<file path="src/verilog/vfp_pkg.sv">
// Purpose: Constants and types of the vertex setup front end.
// Assumes: 8-bit sub-address over 24-bit payload.
// Notes:   Registers clear to zero.
`default_nettype none

package vfp_pkg;

  // ==========================================================
  // Command word layout
  // ==========================================================
  localparam logic [7:0] VFP_PARAM_TYPE = 8'h04;
  localparam int CMD_SUB_MSB = 31;
  localparam int CMD_SUB_LSB = 24;
  localparam int PAYLOAD_W = 24;

  // ==========================================================
  // Sub-addresses
  // ==========================================================
  localparam logic [7:0] SUB_FMT_CTRL = 8'h00;
  localparam logic [7:0] SUB_SLOT_FIRST = 8'h01;
  localparam logic [7:0] SUB_SLOT_LAST = 8'h05;
  localparam logic [7:0] SUB_PRIM_CYCLE = 8'h20;
  localparam logic [7:0] SUB_VB_BASE_LOW = 8'h21;
  localparam logic [7:0] SUB_VB_BASE_HIGH = 8'h22;
  localparam int SLOT_WORDS = 5;
  localparam int SLOTS = 15;

  // ==========================================================
  // Write masks; reserved bits are dropped
  // ==========================================================
  localparam logic [23:0] MASK_FMT_CTRL = 24'hFF_803F;
  localparam logic [23:0] MASK_SLOTS = 24'h3F_3F3F;
  localparam logic [23:0] MASK_PRIM_CYCLE = 24'hBF_FF03;
  localparam logic [23:0] MASK_BASE_LOW = 24'hFF_FFFF;
  localparam logic [23:0] MASK_BASE_HIGH = 24'h00_FFFF;
  localparam logic [23:0] REG_RESET = 24'h00_0000;

  // ==========================================================
  // Field positions
  // ==========================================================
  localparam int XY_TEST_LSB = 22;
  localparam int Z_TEST_LSB = 20;
  localparam int W_TEST_LSB = 18;
  localparam int XY_SWAP_BIT = 17;
  localparam int VB_LOC_LSB = 15;
  localparam int VLEN_LSB = 0;
  localparam int SLOT_FIELD_SPACING = 8;
  localparam int CLIP_DIS_BIT = 23;
  localparam int EVEN_SEL_LSB = 16;
  localparam int MODE_LSB = 8;
  localparam int ODD_SEL_LSB = 8;
  localparam int FAST_BIT = 14;
  localparam int IDX_WIDTH_BIT = 1;
  localparam int VTX_SRC_BIT = 0;
  localparam int PITCH_LSB = 8;
  localparam int BASE_HIGH_LSB = 0;

  // Near clip adds at most two points
  localparam logic [1:0] CLIP_MAX_NEW_POINTS = 2'h2;

  // ==========================================================
  // Encodings
  // ==========================================================
  typedef enum logic [1:0] {
    NAN_OFF = 2'b00,
    NAN_DROP_PRIM = 2'b01
  } vfp_nan_mode_t;

  typedef enum logic [1:0] {
    SEL_NEW = 2'b00,
    SEL_PREV_A = 2'b01,
    SEL_PREV_B = 2'b10,
    SEL_PREV_C = 2'b11
  } vfp_sel_t;

  typedef enum logic [2:0] {
    ATTR_POSITION = 3'b000,
    ATTR_POINT_SIZE = 3'b001,
    ATTR_DIFFUSE = 3'b010,
    ATTR_SPECULAR = 3'b011,
    ATTR_FOG = 3'b100,
    ATTR_TEXTURE = 3'b101,
    ATTR_BACK_FACE = 3'b110,
    ATTR_RESERVED = 3'b111
  } vfp_attr_kind_t;

  localparam logic [5:0] CODE_POINT_SIZE = 6'h04;
  localparam logic [5:0] CODE_DIFFUSE = 6'h05;
  localparam logic [5:0] CODE_SPECULAR = 6'h06;
  localparam logic [5:0] CODE_FOG = 6'h07;
  localparam logic [5:0] CODE_TEX_FIRST = 6'h08;
  localparam logic [5:0] CODE_TEX_LAST = 6'h2F;
  localparam logic [5:0] CODE_BACK_FACE0 = 6'h31;
  localparam logic [5:0] CODE_BACK_FACE1 = 6'h32;

  // ==========================================================
  // Carriers
  // ==========================================================
  typedef struct packed {
    logic [31:0] x;
    logic [31:0] y;
    logic [31:0] z;
    logic [31:0] w;
  } vfp_vertex_t;

  typedef struct packed {
    vfp_attr_kind_t kind;
    logic [3:0] texUnit;
    logic [1:0] component;
  } vfp_attr_info_t;

  typedef struct packed {
    logic [1:0] location;
    logic [7:0] pitch;
    logic [31:0] base;
    logic indexWide;
    logic indexSource;
  } vfp_vb_cfg_t;

endpackage : vfp_pkg

`default_nettype wire

</file>
<file path="src/verilog/vfp_nan_test.sv">
// Purpose: Not-a-number test of components.
// Assumes: Single precision.
// Notes:   One per component group.
`default_nettype none
`timescale 1ns/1ps

module vfp_nan_test
  import vfp_pkg::*;
#(
  parameter int N = 1
) (
  input wire logic [1:0] mode,
  input wire logic [N*32-1:0] values,
  output logic dropPrim,
  output logic dropList
);

  logic [N-1:0] isNan;

  // Exponent all ones with nonzero fraction
  for (genvar i = 0; i < N; i++) begin : g_cmp
    assign isNan[i] = (&values[i*32+30 -: 8]) & (|values[i*32+22 -: 23]);
  end

  // Mode 01 drops the primitive, 1x the whole list
  assign dropPrim = (|isNan) && (mode == NAN_DROP_PRIM);
  assign dropList = (|isNan) && mode[1];

endmodule : vfp_nan_test

`default_nettype wire

</file>
<file path="src/verilog/vfp_attr_decode.sv">
// Purpose: Decodes one attribute code.
// Assumes: Six-bit codes.
// Notes:   30h and above 32h are reserved.
`default_nettype none
`timescale 1ns/1ps

module vfp_attr_decode
  import vfp_pkg::*;
(
  input wire logic [5:0] code,
  output vfp_attr_info_t info
);

  logic [5:0] texOff;
  logic isTex;

  assign isTex = (code >= CODE_TEX_FIRST) && (code <= CODE_TEX_LAST);
  assign texOff = code - CODE_TEX_FIRST;

  // Code classes
  assign info.kind = (code < CODE_POINT_SIZE) ? ATTR_POSITION :
    (code == CODE_POINT_SIZE) ? ATTR_POINT_SIZE :
    (code == CODE_DIFFUSE) ? ATTR_DIFFUSE :
    (code == CODE_SPECULAR) ? ATTR_SPECULAR :
    (code == CODE_FOG) ? ATTR_FOG :
    isTex ? ATTR_TEXTURE :
    ((code == CODE_BACK_FACE0) || (code == CODE_BACK_FACE1)) ?
    ATTR_BACK_FACE : ATTR_RESERVED;
  // Texture unit, and component S T R Q or X Y Z W
  assign info.texUnit = isTex ? texOff[5:2] : 4'h0;
  assign info.component = isTex ? texOff[1:0] :
    (code == CODE_BACK_FACE1) ? 2'h1 : code[1:0];

endmodule : vfp_attr_decode

`default_nettype wire

</file>
<file path="src/verilog/vfp_setup.sv">
// Purpose: Vertex format and primitive setup front end.
//          Parameter words, tests, cycling, fetch.
// Assumes: Inputs synchronous to clk_sys.
// Notes:   No back-pressure.
`default_nettype none
`timescale 1ns/1ps

// Operation
// XY NaN: 00 off, 01 drop primitive, 1x drop list.
// Depth NaN: 00 off, 01 drop primitive, 1x drop list.
// W NaN: 00 off, 01 drop primitive, 1x drop list.
// Swap bit exchanges X and Y.
// Location 00 local, 01 dynamic, else reserved.
// Vertex length in words sets the stride.
// Slot words hold codes at 5:0, 13:8, 21:16.
// Codes: position, size, colours, fog, textures, back face.
// Clip bit 0 enables near clip of point-fill triangles.
// Clipping may add two interpolated points.
// Selector 00 new vertex, else reuse previous a, b, c.
// Mode 0 full cycle, x1xxxxxx fast, 10xxxxxx reserved.
// Fast: odd steps low six bits, even steps even set.
// Index width: 0 16-bit, 1 32-bit.
// Source: 0 inline vertices, 1 indexed fetch.
// 21h holds base address bits 23:0.
// Type 04h: 00h-1Fh format, 20h-3Fh buffer and primitive.
// 22h holds pitch in 15:8, base high byte in 7:0.
// Reserved bits ignored; reserved codes undefined.
module vfp_setup
  import vfp_pkg::*;
(
  input wire logic clk_sys,
  input wire logic rst,
  input wire logic cmdValid,
  input wire logic [7:0] parameterType,
  input wire logic [31:0] cmdWord,
  input wire logic [7:0] rdSubAddr,
  output logic [23:0] rdData,
  input wire logic vtxValid,
  input wire vfp_vertex_t vtxIn,
  input wire logic vtxLast,
  input wire logic isLine,
  input wire logic pointFill,
  input wire logic idxValid,
  input wire logic [31:0] idxIn,
  output logic fetchValid,
  output logic [31:0] fetchAddr,
  output logic primValid,
  output vfp_vertex_t primA,
  output vfp_vertex_t primB,
  output vfp_vertex_t primC,
  output logic primLine,
  output logic primListEnd,
  output logic nearClipEnable,
  output logic [1:0] clipNewPointsMax,
  output logic [5:0] vertexLengthWords,
  output vfp_vb_cfg_t vbCfg,
  output vfp_attr_info_t [SLOTS-1:0] attrInfo,
  output logic hasBackFace
);

  // ==========================================================
  // Parameter word registers
  // ==========================================================
  logic [23:0] fmtCtrl;
  logic [23:0] slotWord [SLOT_WORDS];
  logic [23:0] primCycle;
  logic [23:0] baseLow;
  logic [23:0] baseHighWord;

  logic [7:0] subAddr;
  logic [23:0] payload;
  logic typeHit;
  logic wrFmt;
  logic wrSlot;
  logic wrCycle;
  logic wrBaseLow;
  logic wrBaseHigh;
  logic [2:0] slotIdx;

  // Command decode for parameter type 04h
  assign subAddr = cmdWord[CMD_SUB_MSB:CMD_SUB_LSB];
  assign payload = cmdWord[PAYLOAD_W-1:0];
  assign typeHit = cmdValid && (parameterType == VFP_PARAM_TYPE);
  assign wrFmt = typeHit && (subAddr == SUB_FMT_CTRL);
  assign wrSlot = typeHit && (subAddr >= SUB_SLOT_FIRST) &&
    (subAddr <= SUB_SLOT_LAST);
  assign wrCycle = typeHit && (subAddr == SUB_PRIM_CYCLE);
  assign wrBaseLow = typeHit && (subAddr == SUB_VB_BASE_LOW);
  assign wrBaseHigh = typeHit && (subAddr == SUB_VB_BASE_HIGH);
  assign slotIdx = 3'(subAddr - SUB_SLOT_FIRST);

  // Register writes, reserved bits masked off
  always_ff @(posedge clk_sys or posedge rst) begin
    if (rst) begin
      fmtCtrl <= REG_RESET;
      primCycle <= REG_RESET;
      baseLow <= REG_RESET;
      baseHighWord <= REG_RESET;
    end else begin
      if (wrFmt) fmtCtrl <= payload & MASK_FMT_CTRL;
      if (wrCycle) primCycle <= payload & MASK_PRIM_CYCLE;
      if (wrBaseLow) baseLow <= payload & MASK_BASE_LOW;
      if (wrBaseHigh) baseHighWord <= payload & MASK_BASE_HIGH;
    end
  end

  // Attribute slot words
  always_ff @(posedge clk_sys or posedge rst) begin
    if (rst) begin
      for (int i = 0; i < SLOT_WORDS; i++) slotWord[i] <= REG_RESET;
    end else if (wrSlot) begin
      slotWord[slotIdx] <= payload & MASK_SLOTS;
    end
  end

  // ==========================================================
  // Read back
  // ==========================================================
  logic [23:0] next_rdData;
  logic [7:0] rdSlotOff;

  assign rdSlotOff = rdSubAddr - SUB_SLOT_FIRST;
  // Unmapped sub-addresses read as zero
  assign next_rdData = (rdSubAddr == SUB_FMT_CTRL) ? fmtCtrl :
    ((rdSubAddr >= SUB_SLOT_FIRST) && (rdSubAddr <= SUB_SLOT_LAST)) ?
    slotWord[rdSlotOff[2:0]] :
    (rdSubAddr == SUB_PRIM_CYCLE) ? primCycle :
    (rdSubAddr == SUB_VB_BASE_LOW) ? baseLow :
    (rdSubAddr == SUB_VB_BASE_HIGH) ? baseHighWord : 24'h00_0000;

  always_ff @(posedge clk_sys or posedge rst) begin
    if (rst) rdData <= REG_RESET;
    else rdData <= next_rdData;
  end

  // ==========================================================
  // Field extraction
  // ==========================================================
  logic [1:0] xyTestMode;
  logic [1:0] depthTestMode;
  logic [1:0] wTestMode;
  logic xySwap;
  logic clipDisable;
  logic [7:0] renderMode;
  logic [5:0] oddSel;
  logic [5:0] evenSel;
  logic fastCycle;

  assign xyTestMode = fmtCtrl[XY_TEST_LSB +: 2];
  assign depthTestMode = fmtCtrl[Z_TEST_LSB +: 2];
  assign wTestMode = fmtCtrl[W_TEST_LSB +: 2];
  assign xySwap = fmtCtrl[XY_SWAP_BIT];
  assign vertexLengthWords = fmtCtrl[VLEN_LSB +: 6];
  assign clipDisable = primCycle[CLIP_DIS_BIT];
  assign renderMode = primCycle[MODE_LSB +: 8];
  assign oddSel = primCycle[ODD_SEL_LSB +: 6];
  assign evenSel = primCycle[EVEN_SEL_LSB +: 6];
  // Bit 6 picks fast; 10xxxxxx runs full
  assign fastCycle = renderMode[FAST_BIT - MODE_LSB];

  // Buffer configuration
  assign vbCfg.location = fmtCtrl[VB_LOC_LSB +: 2];
  assign vbCfg.pitch = baseHighWord[PITCH_LSB +: 8];
  assign vbCfg.base = {baseHighWord[BASE_HIGH_LSB +: 8], baseLow};
  assign vbCfg.indexWide = primCycle[IDX_WIDTH_BIT];
  assign vbCfg.indexSource = primCycle[VTX_SRC_BIT];

  // Near clip for point-filled triangles only
  assign nearClipEnable = !clipDisable && pointFill && !isLine;
  assign clipNewPointsMax = nearClipEnable ? CLIP_MAX_NEW_POINTS : 2'h0;
  // added points are interpolated downstream

  // ==========================================================
  // Attribute decode
  // ==========================================================
  logic [SLOTS-1:0] isBackFace;

  for (genvar s = 0; s < SLOTS; s++) begin : g_attr
    vfp_attr_decode u_dec (
      .code(slotWord[s / 3][(s % 3) * SLOT_FIELD_SPACING +: 6]),
      .info(attrInfo[s])
    );
    assign isBackFace[s] = (attrInfo[s].kind == ATTR_BACK_FACE);
  end

  // Any slot carrying a back face colour
  assign hasBackFace = |isBackFace;

  // ==========================================================
  // Index fetch address
  // ==========================================================
  logic [31:0] effIndex;
  logic [31:0] strideBytes;
  logic [31:0] next_fetchAddr;

  // 16-bit indices use only the low half
  assign effIndex = vbCfg.indexWide ? idxIn :
    {16'h0000, idxIn[15:0]};
  assign strideBytes = {24'h00_0000, vertexLengthWords, 2'b00};
  assign next_fetchAddr = vbCfg.base + 32'(effIndex * strideBytes);

  always_ff @(posedge clk_sys or posedge rst) begin
    if (rst) begin
      fetchValid <= 1'b0;
      fetchAddr <= 32'h0000_0000;
    end else begin
      fetchValid <= idxValid && vbCfg.indexSource;
      if (idxValid && vbCfg.indexSource) fetchAddr <= next_fetchAddr;
    end
  end

  // ==========================================================
  // Vertex intake: swap and position tests
  // ==========================================================
  vfp_vertex_t vtxSw;
  logic xyDropPrim;
  logic xyDropList;
  logic zDropPrim;
  logic zDropList;
  logic wDropPrim;
  logic wDropList;
  logic vtxDropPrim;
  logic vtxDropList;

  // Exchange X and Y when asked
  assign vtxSw.x = xySwap ? vtxIn.y : vtxIn.x;
  assign vtxSw.y = xySwap ? vtxIn.x : vtxIn.y;
  assign vtxSw.z = vtxIn.z;
  assign vtxSw.w = vtxIn.w;

  vfp_nan_test #(.N(2)) u_nan_xy (
    .mode(xyTestMode),
    .values({vtxIn.x, vtxIn.y}),
    .dropPrim(xyDropPrim),
    .dropList(xyDropList)
  );

  vfp_nan_test #(.N(1)) u_nan_z (
    .mode(depthTestMode),
    .values(vtxIn.z),
    .dropPrim(zDropPrim),
    .dropList(zDropList)
  );

  vfp_nan_test #(.N(1)) u_nan_w (
    .mode(wTestMode),
    .values(vtxIn.w),
    .dropPrim(wDropPrim),
    .dropList(wDropList)
  );

  assign vtxDropPrim = xyDropPrim | zDropPrim | wDropPrim;
  assign vtxDropList = xyDropList | zDropList | wDropList;

  // ==========================================================
  // Vertex cycling
  // ==========================================================
  vfp_vertex_t prevV [3];
  vfp_vertex_t curV [3];
  logic [2:0] gotMask;
  logic evenStep;
  logic primTaint;
  logic listTaint;
  logic [1:0] sel [3];
  logic [2:0] activeMask;
  logic [2:0] needMask;
  logic [2:0] openMask;
  logic [2:0] fillMask;
  logic complete;
  logic taintNow;
  logic listNow;
  vfp_vertex_t outV [3];

  // Selector set for this primitive
  assign sel[0] = !fastCycle ? SEL_NEW :
    evenStep ? evenSel[5:4] : oddSel[5:4];
  assign sel[1] = !fastCycle ? SEL_NEW :
    evenStep ? evenSel[3:2] : oddSel[3:2];
  assign sel[2] = !fastCycle ? SEL_NEW :
    evenStep ? evenSel[1:0] : oddSel[1:0];

  // Lines use a and b, triangles a, b and c
  assign activeMask = isLine ? 3'b011 : 3'b111;
  assign needMask = activeMask & {sel[2] == SEL_NEW, sel[1] == SEL_NEW,
    sel[0] == SEL_NEW};
  assign openMask = needMask & ~gotMask;
  // Incoming vertex fills the lowest open slot
  assign fillMask = openMask & (~openMask + 3'b001);
  assign complete = vtxValid && ((openMask & ~fillMask) == 3'b000);
  assign taintNow = primTaint | vtxDropPrim;
  assign listNow = listTaint | vtxDropList;

  // Build a, b, c from new or reused vertices
  for (genvar k = 0; k < 3; k++) begin : g_out
    assign outV[k] = fillMask[k] ? vtxSw :
      (sel[k] == SEL_NEW) ? curV[k] :
      prevV[2'(sel[k] - 2'b01)];
  end

  // Slot capture and history
  always_ff @(posedge clk_sys or posedge rst) begin
    if (rst) begin
      for (int k = 0; k < 3; k++) begin
        curV[k] <= '0;
        prevV[k] <= '0;
      end
      gotMask <= 3'b000;
    end else if (vtxValid) begin
      for (int k = 0; k < 3; k++) begin
        if (fillMask[k]) curV[k] <= vtxSw;
        if (complete) prevV[k] <= outV[k];
      end
      gotMask <= (complete || vtxLast) ? 3'b000 : (gotMask | fillMask);
    end
  end

  // Step parity and drop flags
  always_ff @(posedge clk_sys or posedge rst) begin
    if (rst) begin
      evenStep <= 1'b0;
      primTaint <= 1'b0;
      listTaint <= 1'b0;
    end else if (vtxValid) begin
      // Each list starts on an odd step
      evenStep <= vtxLast ? 1'b0 : (complete ? !evenStep : evenStep);
      primTaint <= (complete || vtxLast) ? 1'b0 : taintNow;
      listTaint <= vtxLast ? 1'b0 : listNow;
    end
  end

  // Primitive output
  always_ff @(posedge clk_sys or posedge rst) begin
    if (rst) begin
      primValid <= 1'b0;
      primA <= '0;
      primB <= '0;
      primC <= '0;
      primLine <= 1'b0;
      primListEnd <= 1'b0;
    end else begin
      primValid <= complete && !taintNow && !listNow;
      primListEnd <= vtxValid && vtxLast;
      if (complete) begin
        primA <= outV[0];
        primB <= outV[1];
        primC <= outV[2];
        primLine <= isLine;
      end
    end
  end

endmodule : vfp_setup

`default_nettype wire

</file>
<file path="config.mk">
export PLATFORM = sky130hd
export DESIGN_NAME = vfp_setup
export DESIGN_NICKNAME = d
export VERILOG_FILES = /design/src/verilog/vfp_pkg.sv /design/src/verilog/vfp_nan_test.sv /design/src/verilog/vfp_attr_decode.sv /design/src/verilog/vfp_setup.sv
export SDC_FILE = /design/constraint.sdc
export NUM_CORES = 2
export LEC_CHECK = 0
export ABC_AREA = 1
export BUFFER_PORTS_ARGS = -buffer_cell sky130_fd_sc_hd__buf_2
export CAP_MARGIN = 20
export CORE_MARGIN = 2
export CORE_UTILIZATION = 40
export DETAILED_ROUTE_END_ITERATION = 8
export GPL_ROUTABILITY_DRIVEN = 1
export SYNTH_ARGS = -nofsm -noshare
export SYNTH_HDL_FRONTEND = slang
export SYNTH_HIERARCHICAL = 1
export SYNTH_SLANG_ARGS = --single-unit
export TNS_END_PERCENT = 1
</file>
<file path="constraint.sdc">
create_clock -name clk_sys -period 75 [get_ports clk_sys]
set_input_delay 3.75 -clock clk_sys [delete_from_list [all_inputs] [get_ports clk_sys]]
set_output_delay 3.75 -clock clk_sys [all_outputs]
set_load 0.02 [all_outputs]
</file>
==> tab_implementation.tex <==
\begin{tabular}{lr}
\hline
Metric & Value \\
\hline
\multicolumn{2}{l}{\textbf{Synthesis}} \\
\quad Largest area contributor in the synthesized netlist & sky130\_fd\_sc\_hd\_\_dfrtp\_1 \\
\quad Number of flip-flops and latches in the synthesized netlist & 996 \\
\quad Proportion of netlist area held by the largest area contributor & 40.93\% \\
\quad Register area share after synthesis & 40.93\% \\
\quad Mapped Avg Cell Area & 7.541 sq um \\
\quad Count of mapped cells out of synthesis & 8076 \\
\quad Most area-consuming cells after synthesis & sky130\_fd\_sc\_hd\_\_dfrtp\_1 41\%, sky130\_fd\_sc\_hd\_\_nand2\_1 11\%, sky130\_fd\_sc\_hd\_\_o21ai\_0 10\% \\
\quad Predominant post-synthesis flop cell & sky130\_fd\_sc\_hd\_\_dfrtp\_1 \\
\quad Nets in the synthesized netlist & 8485 \\
\quad Unique masters post-synth & 65 \\
\quad Synthesis warning total & 6 \\
\quad Synth Cell Area & 60900 sq um \\
\quad Count of flip-flops with a built-in enable after synthesis & 0 \\
\quad Proportion of synthesized flip-flops having asynchronous set or reset & 100.0\% \\
\multicolumn{2}{l}{\textbf{GRT}} \\
\quad Number of antenna violations at the first check in global routing & 17 \\
\quad GRT Resource Usage Total & 33.47\% \\
\quad Busiest grt layer & met2 \\
\quad Met2 demand-to-capacity share in global routing & 52.19\% \\
\quad Total congestion overflow after global routing & 0 \\
\quad Pin count of the biggest net entering global routing & 172 \\
\quad Wire length of the first global-routing pass & 392700 um \\
\quad Met3 track demand over resource in global routing & 9.387\% \\
\quad Met1 capacity usage during global routing & 42.81\% \\
\quad Number of global-route vias before repair & 58910 \\
\multicolumn{2}{l}{\textbf{Route}} \\
\quad Total wire length after detailed routing & 268900 um \\
\quad Residual DRC count & 0 \\
\quad Via density per instance & 5.795 \\
\quad Routed length per placed instance & 25.09 um \\
\quad Starting DRC count in detailed routing & 6650 \\
\quad Drt pass-1 iters & 8 \\
\quad Detailed-route via count & 62090 \\
\quad Number of nets with antenna violations after detailed routing & 0 \\
\multicolumn{2}{l}{\textbf{Floorplan}} \\
\quad Number of placement rows & 143 \\
\quad Starting Density & 40.19\% \\
\quad Total Die Area & 155400 sq um \\
\quad Core ar. & 151500 sq um \\
\quad Width of the die & 394.2 um \\
\quad Chip Height & 394.2 um \\
\quad Top Ports & 849 \\
\multicolumn{2}{l}{\textbf{Finish}} \\
\quad Ratio of cells with drive above 1 in the final layout & 15.62\% \\
\quad Area grow syn2layout & 15.63\% \\
\quad Sequential cell area in the final layout & 24930 sq um \\
\quad Fill cell count & 15240 \\
\quad Net count of the finished layout & 8992 \\
\quad Fin cells & 10720 \\
\quad Area taken by multi-input logic gates & 29890 sq um \\
\quad Final core utilization & 46.47\% \\
\multicolumn{2}{l}{\textbf{Placed design}} \\
\quad Placed cells & 10490 \\
\quad DP Wirelength & 172400 um \\
\quad Count of input and output buffers & 845 \\
\quad Routability-driven placement congestion ratio & 0.9600 \\
\quad Worst slack at placement & 65.62 ns \\
\multicolumn{2}{l}{\textbf{Timing}} \\
\quad Setup repair after global routing missed its margin & false \\
\quad Max-slew violation count & 0 \\
\quad Post-route minimum period & 8.739 ns \\
\quad Final-report hold violation count & 0 \\
\quad Worst setup skew after layout & 0.06338 ns \\
\quad Worst setup margin & 66.26 ns \\
\quad Period Utilization, post-route & 11.65\% \\
\quad Transition time at the pin with the least slew margin & 1.207 ns \\
\quad Minimum hold slack & 0.4484 ns \\
\quad Worst rel slew slack & 18.66\% \\
\quad \# setup viols final & 0 \\
\quad Highest clock rate & 114.4 MHz \\
\quad Setup\_tns & 0 ns \\
\multicolumn{2}{l}{\textbf{Critical path}} \\
\quad Worst endpoint required time & 75.60 ns \\
\quad Crit path DAT & 9.34 ns \\
\quad Cell depth of the worst flop-to-flop path & 27 \\
\quad Launch point of the worst reg-to-reg path & primCycle[1]\$\_DFFE\_PP0P\_ \\
\quad Critical R2R Capture & fetchAddr[31]\$\_DFFE\_PP0P\_ \\
\quad Register-to-register setup slack & 68.11 ns \\
\quad Timing startpoint of the critical path & idxIn[17] \\
\quad Nature of the critical path endpoint & flip-flop \\
\quad Critical path start-end classification & in -> reg \\
\quad Crit-path most repeated cell & sky130\_fd\_sc\_hd\_\_nand2\_1 \\
\quad Critical Path Fanout Max & 5 \\
\quad Largest stage delay on the critical path & 0.57 ns \\
\quad Slowest CP cell & sky130\_fd\_sc\_hd\_\_fa\_1 \\
\quad Type of origin of the critical path & input pin \\
\multicolumn{2}{l}{\textbf{Min path}} \\
\quad Worst Hold End & primValid\$\_DFF\_PP0\_ \\
\quad Number of cells traversed by the worst hold path & 1 \\
\quad Path class of the lowest-slack min-delay path & reg -> reg \\
\quad Hold Crit Start & primTaint\$\_DFFE\_PP0P\_ \\
\multicolumn{2}{l}{\textbf{Clock tree}} \\
\quad H-tree levels & 3 \\
\quad PostCTS Resize Cnt & 0 \\
\quad CTS clk-pin slew, worst paths & 0.06 ns \\
\quad Clock root buffer & sky130\_fd\_sc\_hd\_\_clkbuf\_16 \\
\quad Clock net sink count & 996 \\
\quad Hold-fix buffers at CTS & 0 \\
\quad Buffer depth of the longest clock path & 3 \\
\quad Clock latency reported for the late side of the worst-skew pair & 0.78 ns \\
\quad Number of CTS-inserted buffers & 113 \\
\quad CTS tree & yes \\
\quad Post-CTS Repair Setup Buffers & 0 \\
\multicolumn{2}{l}{\textbf{Power and ir drop}} \\
\quad Pwr Density & 31.32 nW/um\^{}2 \\
\quad Leakage & 35.06 nW \\
\quad Highest ir drop seen on vdd & 0.01934 mV \\
\multicolumn{2}{l}{\textbf{Job}} \\
\quad Max cap viols & 0 \\
\multicolumn{2}{l}{\textbf{Status}} \\
\quad Run status & completed \\
\hline
\end{tabular}
-- Yosys cell counts (91+ instances only) --
cell,count
sky130_fd_sc_hd__fa_1,102
sky130_fd_sc_hd__o211ai_1,139
sky130_fd_sc_hd__nand2_1,1772
sky130_fd_sc_hd__o21ai_0,1221
sky130_fd_sc_hd__clkbuf_1,332
sky130_fd_sc_hd__inv_1,974
sky130_fd_sc_hd__buf_2,140
sky130_fd_sc_hd__o22ai_1,175
sky130_fd_sc_hd__ha_1,91
sky130_fd_sc_hd__a22oi_1,119
sky130_fd_sc_hd__a21oi_1,510
sky130_fd_sc_hd__dfrtp_1,996
sky130_fd_sc_hd__nor2_1,421
sky130_fd_sc_hd__nand3_1,270
-- how the worst max path moves through the flow --
stage | end | slack, ns | cells after the start
global route | fetchAddr[31]$_DFFE_PP0P_ | 65.95 | 31
finish | fetchAddr[31]$_DFFE_PP0P_ | 66.26 | 28
global placement | fetchAddr[31]$_DFFE_PP0P_ | 65.58 | 30
floorplan | asynchronous set/reset pin | 43.23 | 1
CTS | fetchAddr[31]$_DFFE_PP0P_ | 66.37 | 32
detailed placement | fetchAddr[31]$_DFFE_PP0P_ | 65.62 | 32
-- layer usage --
layer,routed length (um),share of wire [%],vias to the layer above
li1,-,-,27990
met1,105000,39,29970
met2,120000,45,3436
met3,29530,11,687
met4,14210,5.3,12
met5,89,0.033,-
-- worst max-delay path: cells and delay by family --
kind	cells	cell delay [ns]
AND/OR/NAND/NOR	14	2.10
adder cells (fa/ha/maj)	5	2.16
AO/OA/AOI/OAI	4	0.85
buffers and inverters	4	0.26
XOR/XNOR	1	0.25
-- layout make-up --
type | instances | area share [%]
repair buffers | 937 | 7.171
well taps | 2030 | 3.607
inverters | 1032 | 5.611
flip-flops and latches | 996 | 35.40
clock buffers | 164 | 4.785
diodes | 9 | 0.03198
clock inverters | 44 | 0.9471
multi-input cells | 5503 | 42.44
-- cells by family (layout without fill, tap and decap cells) --
kind of cell               count (synthesis)  in the layout  synth area share, %
adders and majority gates                193            193                5.223
xor gates and xnor gates                  48             48               0.7026
other                                      1             10             0.006158
buffers and inverters                   1577           2177                10.17
muxes                                     17             17               0.3143
and+or+nand+nor                         2673           2673                18.20
DFF                                      996            996                40.93
AOI/OAI and AO/OA                       2571           2571                24.46
-- where the power goes --
part	switching [W]	total, W	internal (W)
clock	0.000250	0.000607	0.000357
sequential	0.000134	0.000852	0.000718
combinational	0.000524	0.000746	0.000222
total	0.000909	0.00221	0.00130
-- cells in the final DEF (no fill, tap or decap), types with 113 or more instances in the layout --
cell type	synthesis	layout
sky130_fd_sc_hd__nand2_1	1772	1768
sky130_fd_sc_hd__o21ai_0	1221	1221
sky130_fd_sc_hd__dfrtp_1	996	994
sky130_fd_sc_hd__inv_1	974	964
sky130_fd_sc_hd__buf_2	140	845
sky130_fd_sc_hd__a21oi_1	510	510
sky130_fd_sc_hd__nor2_1	421	418
sky130_fd_sc_hd__nand3_1	270	268
sky130_fd_sc_hd__o22ai_1	175	175
sky130_fd_sc_hd__o211ai_1	139	139
sky130_fd_sc_hd__a22oi_1	119	119
sky130_fd_sc_hd__clkbuf_16	0	113
-- metrics by stage --
stage | power [W] | cell area, sq um
floorplan | 0.001271 | 60900
global placement | 0.001572 | 66220
detailed placement | 0.001587 | 66230
CTS | 0.002198 | 70260
global route | 0.002314 | 70400
finish | 0.002205 | 70420
Power figures use the tool's default switching activity.
